--- config.mk ---
export PLATFORM = sky130hd
export DESIGN_NAME = ifv_ctrl
export DESIGN_NICKNAME = d
export VERILOG_FILES = /design/src/design/ifv_pkg.sv /design/src/design/ifv_ctrl.sv
export SDC_FILE = /design/constraint.sdc
export NUM_CORES = 1
export LEC_CHECK = 0
export BUFFER_PORTS_ARGS = -buffer_cell sky130_fd_sc_hd__clkbuf_2
export CORE_MARGIN = 2
export CORE_UTILIZATION = 33
export CTS_CLUSTER_SIZE = 24
export DETAILED_ROUTE_END_ITERATION = 16
export PLACE_DENSITY = 0.54
export SLEW_MARGIN = 0
export SYNTH_ARGS = -nofsm -noshare
export SYNTH_HDL_FRONTEND = slang
export SYNTH_SLANG_ARGS = --single-unit
export TNS_END_PERCENT = 50
--- constraint.sdc ---
create_clock -name clk -period 1.62 [get_ports clk]
set_input_delay 0.243 -clock clk [delete_from_list [all_inputs] [get_ports clk]]
set_output_delay 0.243 -clock clk [all_outputs]
set_load 0.02 [all_outputs]
--- src/design/ifv_pkg.sv ---
package ifv_pkg;
  // Register offsets on the plain register port
  localparam logic [3:0] OFF_MAIN_CTRL = 4'h0;
  localparam logic [3:0] OFF_PFLAG_A = 4'h1;
  localparam logic [3:0] OFF_PFLAG_B = 4'h2;
  localparam logic [3:0] OFF_PEN_A = 4'h3;
  localparam logic [3:0] OFF_PEN_B = 4'h4;
  localparam logic [3:0] OFF_CORE_STAT = 4'h5;
  localparam logic [3:0] OFF_EVT_STAT = 4'h6;
  localparam logic [3:0] OFF_EVT_CLR = 4'h7;
  localparam logic [3:0] OFF_EVT_EN = 4'h8;
  // Main control register fields
  localparam int GIE_BIT = 7;
  localparam int PGE_BIT = 6;
  localparam int T0E_BIT = 5;
  localparam int EXE_BIT = 4;
  localparam int PCE_BIT = 3;
  localparam int T0F_BIT = 2;
  localparam int EXF_BIT = 1;
  localparam int PCF_BIT = 0;
  localparam int NUM_SOURCES = 14;
  localparam int NUM_PERIPH_A = 8;
  localparam int NUM_PERIPH_B = 3;
  localparam logic [7:0] MAIN_CTRL_RST = 8'h00;
  localparam logic [7:0] REG_RST = 8'h00;
  localparam logic [12:0] VECTOR_ADDR = 13'h0004;
  // Latency: 4 oscillator periods per instruction cycle
  localparam int OSC_PER_ICYC = 4;
  localparam int LAT_MIN_ICYC = 3;
  localparam int LAT_MIN_CLK = LAT_MIN_ICYC * OSC_PER_ICYC;
  localparam logic [1:0] PHASE_LAST = 2'(OSC_PER_ICYC - 1);
  localparam logic [1:0] LAT_WAIT_ICYC = 2'(LAT_MIN_ICYC - 1);
  // Phase at which the last wait cycle ends; makes up for the pin sync and flag stage
  localparam logic [1:0] PHASE_EXIT = 2'(OSC_PER_ICYC - 3);
  // Event status bits
  localparam int EV_TAKEN = 0;
  localparam int EV_RETURN = 1;
  localparam int EV_PENDING = 2;
  localparam logic [2:0] EV_RST = 3'h0;

  typedef struct packed {
    logic [3:0] addr;
    logic [7:0] wdata;
    logic wr;
    logic rd;
  } ifv_bus_req_t;

  typedef struct packed {
    logic ext_edge;
    logic port_change;
    logic timer_zero_ovf;
    logic [NUM_PERIPH_A-1:0] periph_a;
    logic [NUM_PERIPH_B-1:0] periph_b;
  } ifv_events_t;

  typedef enum logic [2:0] {
    ST_RUN = 3'b001,
    ST_WAIT = 3'b010,
    ST_VECTOR = 3'b100
  } ifv_state_t;
endpackage : ifv_pkg

--- src/design/ifv_ctrl.sv ---
// Operation
// - Fourteen sources are accepted, each with its own flag bit.
// - The main control register holds core flags, their enables and the global enable.
// - A flag sets on its event regardless of its enable, the group enable or the global enable.
// - Global enable at bit 7 passes unmasked requests when set and blocks all when clear.
// - With global enable set, a core flag with its enable set, or a peripheral flag with its enable and the group enable set, starts the wait to vector.
// - Every reset clears the global enable.
// - The return-from-handler operation leaves the handler and sets the global enable.
// - External edge, port change and timer zero flags live in the main control register.
// - Peripheral flags sit in two flag registers with two enable registers; group enable is in main control.
// - Taking an interrupt clears global enable, pushes the return address and loads address 0004h.
// - External events reach the vector three or four instruction cycles after they arrive.
// - Latency does not depend on whether the current instruction takes one or two cycles.
// - An instruction cycle is four oscillator periods.
`timescale 1ns/1ps
`default_nettype none
module ifv_ctrl
  import ifv_pkg::*;
(
  input wire logic clk,
  input wire logic srst,
  input wire logic [3:0] addr,
  input wire logic [7:0] wdata,
  input wire logic wr,
  input wire logic rd,
  output logic [7:0] rdata,
  input wire logic external_edge_irq_pin,
  input wire logic port_change_evt,
  input wire logic timer_zero_ovf,
  input wire logic [7:0] periph_evt_a,
  input wire logic [2:0] periph_evt_b,
  input wire logic return_from_handler_op,
  input wire logic [12:0] program_counter,
  output logic vector_load,
  output logic [12:0] vector_addr,
  output logic stack_push,
  output logic [12:0] stack_push_addr,
  output logic core_irq_req,
  output logic irq
);
  ifv_bus_req_t bus;
  ifv_events_t evt;
  logic [1:0] ext_sync;
  logic ext_prev;
  logic ext_rise;
  logic [7:0] main_irq_control_reg;
  logic [7:0] peripheral_flag_reg_a;
  logic [7:0] peripheral_enable_reg_a;
  logic [2:0] peripheral_flag_reg_b;
  logic [2:0] peripheral_enable_reg_b;
  logic [2:0] evt_stat;
  logic [2:0] evt_en;
  logic global_irq_enable;
  logic peripheral_group_enable;
  logic core_hit;
  logic periph_hit;
  logic next_req;
  logic take;
  logic [1:0] phase;
  logic [1:0] wait_icyc;
  ifv_state_t state;
  logic [2:0] evt_pulse;

  assign bus = '{addr: addr, wdata: wdata, wr: wr, rd: rd};

  // Pin passes two flops before the edge detector reads it
  always_ff @(posedge clk) begin
    if (srst) begin
      ext_sync <= 2'b00;
      ext_prev <= 1'b0;
    end else begin
      ext_sync <= {ext_sync[0], external_edge_irq_pin};
      ext_prev <= ext_sync[1];
    end
  end
  assign ext_rise = ext_sync[1] & ~ext_prev;

  assign evt = '{ext_edge: ext_rise, port_change: port_change_evt, timer_zero_ovf: timer_zero_ovf,
                 periph_a: periph_evt_a, periph_b: periph_evt_b};

  assign global_irq_enable = main_irq_control_reg[GIE_BIT];
  assign peripheral_group_enable = main_irq_control_reg[PGE_BIT];
  assign take = (state == ST_VECTOR);

  // Main control: core flags, core enables, group and global enable
  always_ff @(posedge clk) begin
    if (srst) begin
      main_irq_control_reg <= MAIN_CTRL_RST;
    end else begin
      if (bus.wr && bus.addr == OFF_MAIN_CTRL) begin
        main_irq_control_reg <= bus.wdata;
      end
      if (take) begin
        main_irq_control_reg[GIE_BIT] <= 1'b0;
      end else if (return_from_handler_op) begin
        main_irq_control_reg[GIE_BIT] <= 1'b1;
      end
      // Events win over a software write in the same cycle
      if (evt.ext_edge) main_irq_control_reg[EXF_BIT] <= 1'b1;
      if (evt.port_change) main_irq_control_reg[PCF_BIT] <= 1'b1;
      if (evt.timer_zero_ovf) main_irq_control_reg[T0F_BIT] <= 1'b1;
    end
  end

  // Peripheral flag registers; set wins over clear
  always_ff @(posedge clk) begin
    if (srst) begin
      peripheral_flag_reg_a <= REG_RST;
      peripheral_flag_reg_b <= 3'h0;
    end else begin
      peripheral_flag_reg_a <= ((bus.wr && bus.addr == OFF_PFLAG_A) ? bus.wdata : peripheral_flag_reg_a)
                               | evt.periph_a;
      peripheral_flag_reg_b <= ((bus.wr && bus.addr == OFF_PFLAG_B) ? bus.wdata[2:0] : peripheral_flag_reg_b)
                               | evt.periph_b;
    end
  end

  always_ff @(posedge clk) begin
    if (srst) begin
      peripheral_enable_reg_a <= REG_RST;
      peripheral_enable_reg_b <= 3'h0;
    end else begin
      if (bus.wr && bus.addr == OFF_PEN_A) peripheral_enable_reg_a <= bus.wdata;
      if (bus.wr && bus.addr == OFF_PEN_B) peripheral_enable_reg_b <= bus.wdata[2:0];
    end
  end

  // Request combine over all fourteen sources
  assign core_hit = (main_irq_control_reg[T0F_BIT] & main_irq_control_reg[T0E_BIT])
                  | (main_irq_control_reg[EXF_BIT] & main_irq_control_reg[EXE_BIT])
                  | (main_irq_control_reg[PCF_BIT] & main_irq_control_reg[PCE_BIT]);
  assign periph_hit = peripheral_group_enable
                    & (|(peripheral_flag_reg_a & peripheral_enable_reg_a)
                       | |(peripheral_flag_reg_b & peripheral_enable_reg_b));
  assign next_req = global_irq_enable & (core_hit | periph_hit);

  // Instruction cycle phase counter, four clocks per cycle
  always_ff @(posedge clk) begin
    if (srst) begin
      phase <= 2'b00;
    end else begin
      phase <= (phase == PHASE_LAST) ? 2'b00 : phase + 2'b01;
    end
  end

  // Vectoring sequencer. Waiting is counted in instruction cycles, the last one cut short at PHASE_EXIT, so the
  // latency is three or four of them no matter which instruction is executing.
  always_ff @(posedge clk) begin
    if (srst) begin
      state <= ST_RUN;
      wait_icyc <= 2'b00;
    end else begin
      case (state)
        ST_RUN: begin
          if (next_req) begin
            state <= ST_WAIT;
            wait_icyc <= 2'b00;
          end
        end
        ST_WAIT: begin
          // The last cycle ends early so that pin to vector stays within four cycles
          if (wait_icyc == LAT_WAIT_ICYC) begin
            if (phase == PHASE_EXIT) begin
              state <= ST_VECTOR;
            end
          end else if (phase == PHASE_LAST) begin
            wait_icyc <= wait_icyc + 2'b01;
          end
        end
        ST_VECTOR: begin
          state <= ST_RUN;
        end
        default: begin
          state <= ST_RUN;
        end
      endcase
    end
  end

  // Vector, push and request outputs, all registered
  always_ff @(posedge clk) begin
    if (srst) begin
      vector_load <= 1'b0;
      vector_addr <= 13'h0000;
      stack_push <= 1'b0;
      stack_push_addr <= 13'h0000;
      core_irq_req <= 1'b0;
    end else begin
      vector_load <= take;
      stack_push <= take;
      vector_addr <= VECTOR_ADDR;
      if (take) stack_push_addr <= program_counter;
      core_irq_req <= next_req;
    end
  end

  // Sequencer event status, enable and level interrupt
  assign evt_pulse = {next_req & ~core_irq_req, return_from_handler_op, take};

  always_ff @(posedge clk) begin
    if (srst) begin
      evt_stat <= EV_RST;
      evt_en <= EV_RST;
      irq <= 1'b0;
    end else begin
      // Clear first, then set, so a coincident event survives
      evt_stat <= (evt_stat & ~((bus.wr && bus.addr == OFF_EVT_CLR) ? bus.wdata[2:0] : 3'h0)) | evt_pulse;
      if (bus.wr && bus.addr == OFF_EVT_EN) evt_en <= bus.wdata[2:0];
      irq <= |(evt_stat & evt_en);
    end
  end

  // Read port: data in the cycle after the strobe only
  always_ff @(posedge clk) begin
    if (srst) begin
      rdata <= 8'h00;
    end else if (bus.rd) begin
      case (bus.addr)
        OFF_MAIN_CTRL: rdata <= main_irq_control_reg;
        OFF_PFLAG_A: rdata <= peripheral_flag_reg_a;
        OFF_PFLAG_B: rdata <= {5'h00, peripheral_flag_reg_b};
        OFF_PEN_A: rdata <= peripheral_enable_reg_a;
        OFF_PEN_B: rdata <= {5'h00, peripheral_enable_reg_b};
        OFF_CORE_STAT: rdata <= {5'h00, state};
        OFF_EVT_STAT: rdata <= {5'h00, evt_stat};
        OFF_EVT_EN: rdata <= {5'h00, evt_en};
        default: rdata <= 8'h00;
      endcase
    end else begin
      rdata <= 8'h00;
    end
  end
endmodule : ifv_ctrl
`default_nettype wire

==> results by group, run 1 <==
Outcome
  • Outcome: completed

STA
  • Fin. Hold Viols: 0
  • Final Cycle Share: 93.6%
  • Clock Skews: 8.95 ps
  • Final Max Slew Viols: 0
  • Setup_tns: 0 ps
  • RSZ-0062 raised after global routing: no
  • Fmax: 659 MHz
  • Crit path time final: 1520 ps
  • Final setup vio count: 0

Synth
  • Cells after synthesis: 326
  • Seq/Total Area, Yosys: a little under half
  • #FFs+latches synth: 71
  • Most common cell in the netlist: dfxtp_1
  • Synth Area in Adders: 1.19%
  • Area contributors post-synth: dfxtp_1 45%, mux2i_1 7.6%, a22o_1 5.0%
  • Area fraction of the dominant cell type after synthesis: 45.2%
  • Mux share of post-synthesis cell area: a little over a tenth
  • Syn_area_per_cell: slightly below 10 um^2
  • Post-synthesis compound-gate area fraction: about 18%
  • FFs w/ async S/R, synth: 0%
  • Cell area after synthesis: 0.00314 mm^2
  • Largest family of logic cells by synthesized area: compound AO/OA/AOI/OAI gates
  • Unique cell type count in the Yosys netlist: 50
  • Synth warn: 0
  • Top FF cell, synth: dfxtp_1
  • Post-synth EDFFs: 0
  • Post-synthesis simple-gate area fraction: between 10% and 20%
  • Most frequent cells after synthesis: 71 x dfxtp_1, 29 x a21oi_1, 24 x mux2i_1, 23 x nor2_1, 21 x nand2_1
  • Post-synthesis xor/xnor area fraction: 0%
  • Dominant cell type by area after synthesis: dfxtp_1

Hold path
  • Hold crit path type: in -> reg

Clocking
  • Clock Sinks: approximately 70
  • CTS tree: done
  • Worst skew pair latency: between 300 and 400 ps
  • CTS root buffer: clkbuf_8
  • Inserted Clock Buffers: 9
  • Worst-path clk slew: around 80 ps
  • Post CTS Setup Buffer Count: 0
  • H-Tree Depth: 3
  • Max clock buf depth: 2

Setup path
  • CP bufs+invs: 0
  • Worst EP arrival: 1770 ps
  • CP endpoint kind: flop
  • Slowest cell on crit path: a222oi_1
  • Critical path cell sequence: a222oi_1 > and2_1 > a21oi_1 > a32o_1
  • CP max FO: 5
  • Peak per-stage delay on the critical path: 400 ps
  • Kind of critical path: reg -> reg
  • CP delay by family, top: compound AO/OA/AOI/OAI gates
  • Critical path launch point type: flop
  • Worst EP required: 1870 ps

Finish
  • Share of cells above drive strength 1: 29.7%
  • Biggest register: stack_push_addr
  • Ant. Diodes: 0
  • Area added between synthesis and finish: 21.9%
  • Max reg flops: 13
  • FILL cells: between 900 and 1000
  • Nets@finish: between 400 and 500

Routing
  • 1st-pass router iterations: 6
  • Met3 Routed Length: 419 um
  • Drt wl/cell: 14.8 um
  • DRC violations left: 0
  • Vias per cell: just under 5
  • Starting DRC count in detailed routing: 167
  • Vias: 2632
  • Post-route ant nets: 0
  • M1 wire length: ~3900 um
  • Drt total wl: around 8000 um
  • Top layer in use: met4
  • Met2 routed wirelength: 3420 um

Power and ir drop
  • Pint: 0.00280 W
  • P_leak: 1.72 nW
  • P per Cell Area: 979 mW/mm^2
  • Comb pwr share: 9.0%
  • Pwr Total: 0.00375 W
  • Maximum VDD drop: 0.000411 V
  • Switching power total: approximately 0.00095 W
  • Clock Power Share: 42.2%
  • Switching Fraction: 25.3%
  • Sequential share of power: between 40% and 50%

Place
  • DP HPWL: 5910 um
  • Placer Congestion: 0.880
  • PortBufs: 69

Floorplan
  • Die H: 102 um
  • Full die area: 0.0103 mm^2
  • Initial Util: 34.0%
  • Core outline area: 0.00924 mm^2
  • Die W: 102 um
  • # rows: 35
  • # IOs: 82

GRT
  • Initial antenna violation count: 0
  • Largest net degree at the start of global routing: 24
  • Tot GR Track Use: 16.4%
  • First-pass GRT wire length: about 13000 um
  • Vias in the first global route: around 2500
  • Grt ovf: 0

Run
  • Max-cap viol count: 0
-- area by class of cell --
| class | count | area, um^2 | area share (%) |
|---|---|---|---|
| timing repair buffer | 86 | 473 | 12.3 |
| tap | 129 | 161 | 4.21 |
| clock inverter | 7 | 95.1 | 2.48 |
| clock buffer | 9 | 124 | 3.23 |
| inverter | 18 | 67.6 | 1.76 |
| sequential | 71 | 1420 | 37.1 |
| multi-input combinational | 217 | 1490 | 38.9 |
-- worst paths after layout --
path / start / cells after the start / to / slack [ps]
max: main_irq_control_reg[1] / 4 / evt_stat[2] / 100
min: periph_evt_a[4] / 3 / peripheral_flag_reg_a[4] / 90
max reg2reg: main_irq_control_reg[1] / 4 / evt_stat[2] / 100
min reg2reg: ext_sync[0] / 1 / ext_sync[1] / 450
-- repair_timing --
item	in CTS	in global routing
gates resized for setup	0	1
hold buffers	0	0
endpoints found under the setup margin	0	2
-- cells by family (layout without fill, tap and decap cells) --
kind of cell	count (synthesis)	in the layout
flip-flops	71	71
AO/OA/AOI/OAI	81	81
buffers and inverters	49	120
multiplexers	32	32
AND/OR/NAND/NOR	89	89
adder cells (fa/ha/maj)	3	3
other	1	12
-- power by group through the flow --
stage                     Sequential [W]  Combinational (W)  Clock (W)
final                            0.00183           0.000337    0.00158
after global routing             0.00184           0.000375    0.00171
after CTS                        0.00183           0.000337    0.00162
after detailed placement         0.00187           0.000336          0
after global placement           0.00187           0.000334          0
after floorplan                  0.00186           0.000232          0
-- metrics by stage --
step / utilization (%) / instances / hold slack, ps / setup WS (ps) / cell area, um^2
detailed placement: 39.0 / 521 / 445 / 76.1 / 3610
global route: 41.5 / 537 / 90.2 / 9.78 / 3830
CTS: 41.4 / 537 / 79.6 / 119 / 3830
global placement: 39.0 / 521 / 418 / 114 / 3610
finish: 41.5 / 537 / 93.7 / 103 / 3830
floorplan: - / 337 / 360 / 293 / 3180
-- worst reg2reg max path: cells and delay by family (launching register included) --
family          cells  cell delay (ps)
compound gates      3              810
simple gates        1              250
flops               1              360
-- per-layer routing --
metal	up-vias	track usage (%)
li1	1303	-
met5	-	0
met3	16	4.00
met1	1221	23.7
met4	0	7.69
met2	92	22.9
-- layout by cell type, fill, tap and decap left out, types with 3 or more instances in the layout --
master / n
a21oi_1: 29
clkbuf_2: 69
conb_1: 12
nor2_1: 23
dfxtp_1: 71
mux2_2: 8
nand4_1: 3
nor2b_1: 3
inv_1: 18
ha_1: 3
and2_1: 3
buf_4: 17
nor3_1: 3
clkbuf_8: 9
mux2i_1: 24
nand2_1: 21
a22o_1: 18
nand3_1: 12
a22oi_1: 11
o21ai_0: 4
a222oi_1: 5
Power figures use the tool's default switching activity.
==> run 2: changes to the inputs <==
--- a/config.mk
+++ b/config.mk
@@ -7,4 +7,5 @@
 export LEC_CHECK = 0
 export BUFFER_PORTS_ARGS = -buffer_cell sky130_fd_sc_hd__clkbuf_2
+export CORE_ASPECT_RATIO = 1.4
 export CORE_MARGIN = 2
 export CORE_UTILIZATION = 33
@@ -12,5 +13,5 @@
 export DETAILED_ROUTE_END_ITERATION = 16
 export PLACE_DENSITY = 0.54
-export SLEW_MARGIN = 0
+export SLEW_MARGIN = 10
 export SYNTH_ARGS = -nofsm -noshare
 export SYNTH_HDL_FRONTEND = slang
==> constraint.sdc (replaced) <==
create_clock -name clk -period 1.62 [get_ports clk]
set_input_delay 0.243 -clock clk [delete_from_list [all_inputs] [get_ports clk]]
set_output_delay 0.243 -clock clk [all_outputs]
set_load 0.1 [all_outputs]
==> results by group, run 2 (synthesis gave the netlist of run 1 again) <==
STA
  • Crit path time final: 1520 ps (+5.88 ps)
  • Final WS setup: 97.4 ps (-5.88 ps)
  • Worst slew margin: 37.5%
  • Fmax: 657 MHz (-0.39%)
  • Final setup vio count: 0 (unchanged)
  • Fin. Hold Viols: 0 (unchanged)
  • Hold slack: 121 ps (+27.2 ps)
  • Slew of the pin with the lowest slew margin: a little over 900 ps
  • RSZ-0062 raised after global routing: yes
  • Final Cycle Share: 94.0% (+0.36 points)
  • Clock Skews: 3.55 ps (-5.39 ps)
  • Final Max Slew Viols: 0 (unchanged)

Finish
  • Commonest non-fill, non-tap cell in the layout: dfxtp_1
  • Util after Layout: 42.5% (+1.1 points)
  • FILL cells: 947 (+2.0%)
  • Area added between synthesis and finish: 26.7%
  • Nets@finish: 453 (+0.67%)
  • Share of cells above drive strength 1: 29.7% (about the same)
  • Ant. Diodes: 0 (unchanged)
  • Commonest cells after routing, fill and taps aside: 71 x dfxtp_1, 69 x clkbuf_2, 29 x a21oi_1
  • Max reg flops: 13 (unchanged)
  • Biggest register: stack_push_addr

GRT
  • Tot GR Track Use: 16.2% (-0.28 points)
  • Vias in the first global route: 2586 (+3.2%)
  • First-pass GRT wire length: 12900 um (-0.42%)
  • Grt ovf: 0 (unchanged)
  • Largest net degree at the start of global routing: 23 (-4.2%)
  • Initial antenna violation count: 0 (unchanged)

Routing
  • Starting DRC count in detailed routing: 144 (-14%)
  • 1st-pass router iterations: 5 (-1)
  • Drt total wl: 7930 um (-0.55%)
  • Vias per cell: 5.10 (+4.0%)
  • Drt wl/cell: 15.2 um (+2.5%)
  • Post-route ant nets: 0 (unchanged)
  • Vias: 2655 (+0.87%)
  • DRC violations left: 0 (unchanged)

Clocking
  • Worst-path clk slew: 50 ps (-30 ps)
  • Clock Sinks: 71 (unchanged)
  • H-Tree Depth: 3 (unchanged)
  • Worst skew pair latency: 330 ps (-30 ps)
  • CTS root buffer: clkbuf_16
  • Post-cts resize count: 0 (unchanged)
  • CTS tree: done
  • Inserted Clock Buffers: 9 (unchanged)
  • Max clock buf depth: 2 (unchanged)

Setup path
  • Reg-to-reg endpoint: stack_push_addr[9]
  • Crit path capture: stack_push_addr[9]
  • Worst EP arrival: 1800 ps (+30 ps)
  • CP endpoint kind: flop
  • Critical path launch point type: flop
  • Worst EP required: 1900 ps (+30 ps)
  • R2r setup slk: 100 ps (about the same)
  • Critical R2R Launch: state[1]
  • R2R cell count: 3 (-1)
  • CP Launch Point: state[1]
  • Kind of critical path: reg -> reg
  • CP max FO: 15 (+10)

Hold path
  • Hold crit path type: in -> reg

Floorplan
  • # IOs: 82 (unchanged)
  • Initial Util: 33.6% (-0.41 points)
  • Full die area: 0.0103 mm^2 (+0.10%)
  • Die W: 86.5 um (-15%)
  • # rows: 42 (+20%)
  • Die H: 119 um (+18%)
  • Core outline area: 0.00935 mm^2 (+1.2%)

Power and ir drop
  • Switching power total: 0.00108 W (+14%)
  • Clock Power Share: 51.0% (+8.8 points)
  • Switching Fraction: 23.1% (-2.2 points)
  • Comb pwr share: 9.8% (+0.8 points)
  • Sequential share of power: 39.1% (-9.7 points)
  • Pint: 0.00360 W (+28%)
  • P_leak: 1.80 nW (+4.9%)
  • Maximum VDD drop: 0.000555 V (+35%)
  • P per Cell Area: 1170 mW/mm^2 (+20%)

Outcome
  • Outcome: completed

Place
  • Worst slack at placement: 57.5 ps (-18.6 ps)
  • DP HPWL: 6110 um (+3.4%)
  • Placer Congestion: 0.775 (-12%)
  • PortBufs: 69 (unchanged)

Run
  • Max-cap viol count: 0 (unchanged)
run 2: worst min-delay path by stage:
stage | from | to | cells past startpoint
finish | periph_evt_a[4] | peripheral_flag_reg_a[4] | 3
global route | external_edge_irq_pin | ext_sync[0] | 2
CTS | program_counter[11] | stack_push_addr[11] | 2
detailed placement | ext_sync[0] | ext_sync[1] | 1
global placement | ext_sync[0] | ext_sync[1] | 1
floorplan | return_from_handler_op | evt_stat[1] | 2
run 2: power by group through the flow:
stage,logic (W),registers [W],clock network (W)
3_5_place_dp,0.000461,0.00187,0
4_1_cts,0.000463,0.00183,0.00243
5_1_grt,0.000500,0.00183,0.00251
2_1_floorplan,0.000329,0.00188,0
6_report,0.000460,0.00183,0.00239
3_3_place_gp,0.000459,0.00187,0
run 2: critical path: stages (launching register included):
cell and delay [ps]:
dfxtp_1 330, nand2b_1 170, nor3_2 710, a22o_1 260
run 2: metal layers:
metal  wire length (um)  GRT usage [%]
met1               3290           19.0
met5                  0              0
met3                447           3.95
met2               4070           27.8
met4                119           6.15
run 2: cell type report:
type / instances / area [um^2] / share of cell area (%)
Multi-Input combinational cell: 217 / 1480 / 37.3
Timing Repair Buffer: 89 / 508 / 12.8
Inverter: 18 / 67.6 / 1.70
Sequential cell: 71 / 1420 / 35.7
Clock buffer: 10 / 229 / 5.75
Tap cell: 110 / 138 / 3.46
Clock inverter: 6 / 133 / 3.33
run 2: stage by stage:
stage	setup TNS (ps)	power [W]	instance area (um^2)	instances
CTS	0	0.00472	3980	521
global placement	0	0.00233	3620	505
detailed placement	0	0.00233	3620	505
floorplan	0	0.00221	3180	337
finish	0	0.00468	3980	521
global route	-899	0.00484	3980	521
run 2: repair_timing:
item | CTS | global route
setup endpoints to repair | 0 | 17
hold buffers | 0 | 0
setup buffers | 0 | 0
==> run 3: changes to the inputs <==
Settings changed: CORE_UTILIZATION 33 to 50, PLACE_DENSITY 0.54 to 0.76.
Clock period 1.62 ns to 1.7 ns, I/O delays scaled along.
==> results by group, run 3 (synthesis gave the netlist of run 1 again) <==
Outcome
  • Outcome: completed

Finish
  • Commonest non-fill, non-tap cell in the layout: dfxtp_1
  • Max reg flops: 13 (unchanged)
  • Nets@finish: 447 (-1.3%)
  • Final cell count without fillers: 475 (-8.8%)
  • Ant. Diodes: 0 (unchanged)
  • Share of cells above drive strength 1: 28.8% (-0.90 points)
  • Commonest cells after routing, fill and taps aside: 71 x dfxtp_1, 69 x clkbuf_2, 29 x a21oi_1
  • FILL cells: 558 (-41%)
  • Biggest register: stack_push_addr
  • Area added between synthesis and finish: 16.7%

STA
  • Final Max Slew Viols: 0 (unchanged)
  • RSZ-0062 raised after global routing: no
  • Slew of the pin with the lowest slew margin: 559 ps (-373 ps)
  • Fin. Hold Viols: 0 (unchanged)
  • Crit path time final: 1540 ps (+19.6 ps)
  • Worst slew margin: 62.7% (+25 points)
  • Fmax: 648 MHz (-1.3%)
  • Final Cycle Share: 90.7% (-3.3 points)
  • Setup_tns: 0 ps (unchanged)
  • Final setup vio count: 0 (unchanged)
  • Clock Skews: 12.8 ps (+9.26 ps)

Floorplan
  • Full die area: 0.00694 mm^2 (-33%)
  • Die H: 97.8 um (-18%)
  • Die W: 71.0 um (-18%)
  • Core outline area: 0.00613 mm^2 (-35%)
  • # rows: 34 (-19%)
  • # IOs: 82 (unchanged)
  • Initial Util: 51.3% (+18 points)

Clocking
  • Post-cts resize count: 0 (unchanged)
  • CTS root buffer: clkbuf_8
  • Inserted Clock Buffers: 9 (unchanged)
  • Max clock buf depth: 2 (unchanged)
  • Worst-path clk slew: 70 ps (+20 ps)
  • Clock Sinks: 71 (unchanged)
  • Worst skew pair latency: 340 ps (about the same)
  • Hold_buf cts: 0 (unchanged)
  • H-Tree Depth: 3 (unchanged)
  • CTS tree: done
  • Post CTS Setup Buffer Count: 0 (unchanged)

GRT
  • Vias in the first global route: 2460 (-4.9%)
  • Tot GR Track Use: 21.3% (+5.1 points)
  • Grt ovf: 0 (unchanged)
  • First-pass GRT wire length: 11800 um (-8.9%)
  • Initial antenna violation count: 0 (unchanged)
  • Largest net degree at the start of global routing: 19 (-17%)

Setup path
  • Kind of critical path: reg -> reg
  • Cell mode on critical path: a211oi_1
  • CP delay by family, top: compound AO/OA/AOI/OAI gates
  • Critical path launch point type: flop
  • CP max FO: 5 (-10)
  • Peak per-stage delay on the critical path: 410 ps (-300 ps)
  • CP endpoint kind: flop
  • CP bufs+invs: 1 (+1)
  • Worst EP arrival: 1760 ps (-40 ps)
  • Critical path cell sequence: inv_1 > ha_1 > nor3b_1 > a211oi_1 > a211oi_1 > o21ai_0
  • Worst EP required: 1920 ps (+20 ps)
  • Slowest cell on crit path: dfxtp_1

Routing
  • Starting DRC count in detailed routing: 271 (+88%)
  • Post-route ant nets: 0 (unchanged)
  • 1st-pass router iterations: 5 (unchanged)
  • Drt wl/cell: 15.1 um (-1.0%)
  • Vias: 2663 (+0.30%)
  • Vias per cell: 5.61 (+10%)
  • Drt total wl: 7150 um (-9.7%)
  • DRC violations left: 0 (unchanged)

Power and ir drop
  • Comb pwr share: 12.8% (+3.0 points)
  • Clock Power Share: 33.3% (-18 points)
  • P_leak: 1.68 nW (-7.0%)
  • P per Cell Area: 884 mW/mm^2 (-25%)
  • Switching Fraction: 27.9% (+4.8 points)
  • Pint: 0.00234 W (-35%)
  • Switching power total: 0.000904 W (-16%)
  • Sequential share of power: 53.8% (+15 points)
  • Maximum VDD drop: 0.000583 V (+4.9%)

Place
  • PortBufs: 69 (unchanged)
  • Placed insts: 461 (-8.7%)
  • DP HPWL: 5360 um (-12%)
  • Placer Congestion: 0.928 (+20%)

Hold path
  • Hold crit path type: in -> reg

Run
  • Max-cap viol count: 0 (unchanged)
-- run 3: cell types whose count changed in the layout (fill, tap and decap cells not counted), sizes merged --
| cell | change |
|---|---|
| buf | -6 |
| clkinv | +3 |
| bufinv | -4 |
| clkbuf | -1 |
-- run 3: area by class of cell --
type                            instances  area (um^2)  share of cell area [%]
Multi-Input combinational cell        217         1490                    40.5
Clock inverter                          5         27.5                   0.751
Tap cell                               72         90.1                    2.46
Clock buffer                            9          124                    3.38
Timing Repair Buffer                   83          450                    12.3
Inverter                               18         67.6                    1.84
Sequential cell                        71         1420                    38.8
-- run 3: through the flow --
| step | worst slack, ps | power [W] | hold slack, ps | instance area (um^2) | util (%) |
|---|---|---|---|---|---|
| floorplan | 88.8 | 0.00210 | 372 | 3180 | - |
| global placement | 186 | 0.00219 | 417 | 3510 | 57.4 |
| detailed placement | 119 | 0.00219 | 426 | 3510 | 57.4 |
| CTS | 104 | 0.00327 | 115 | 3660 | 59.8 |
| global route | 86.4 | 0.00338 | 127 | 3670 | 59.9 |
| finish | 158 | 0.00324 | 125 | 3670 | 59.9 |
-- run 3: final timing paths --
| path | cells after the start | slack (ps) | to | start |
|---|---|---|---|---|
| hold / removal | 3 | 120 | peripheral_flag_reg_a[4] | periph_evt_a[4] |
| setup reg to reg | 6 | 160 | wait_icyc[1] | wait_icyc[0] |
| hold reg to reg | 1 | 440 | ext_sync[1] | ext_sync[0] |
| setup / recovery | 6 | 160 | wait_icyc[1] | wait_icyc[0] |
-- run 3: metal layers --
metal	up-vias	wire [um]	GRT usage, %
li1	1295	-	-
met1	1228	2970	27.0
met2	119	3520	34.1
met3	21	405	4.33
met4	0	254	10.9
met5	-	0	0
-- run 3: worst min-delay path, cell delays in order --
cell,delay (ps)
clkbuf_2,80
inv_1,40
a21oi_1,50
-- run 3: power by group through the flow --
stage | Sequential, W | Clock [W] | Combinational, W
4_1_cts | 0.00174 | 0.00111 | 0.000415
3_3_place_gp | 0.00178 | 0 | 0.000408
2_1_floorplan | 0.00179 | 0 | 0.000313
3_5_place_dp | 0.00178 | 0 | 0.000413
5_1_grt | 0.00175 | 0.00118 | 0.000448
6_report | 0.00174 | 0.00108 | 0.000416
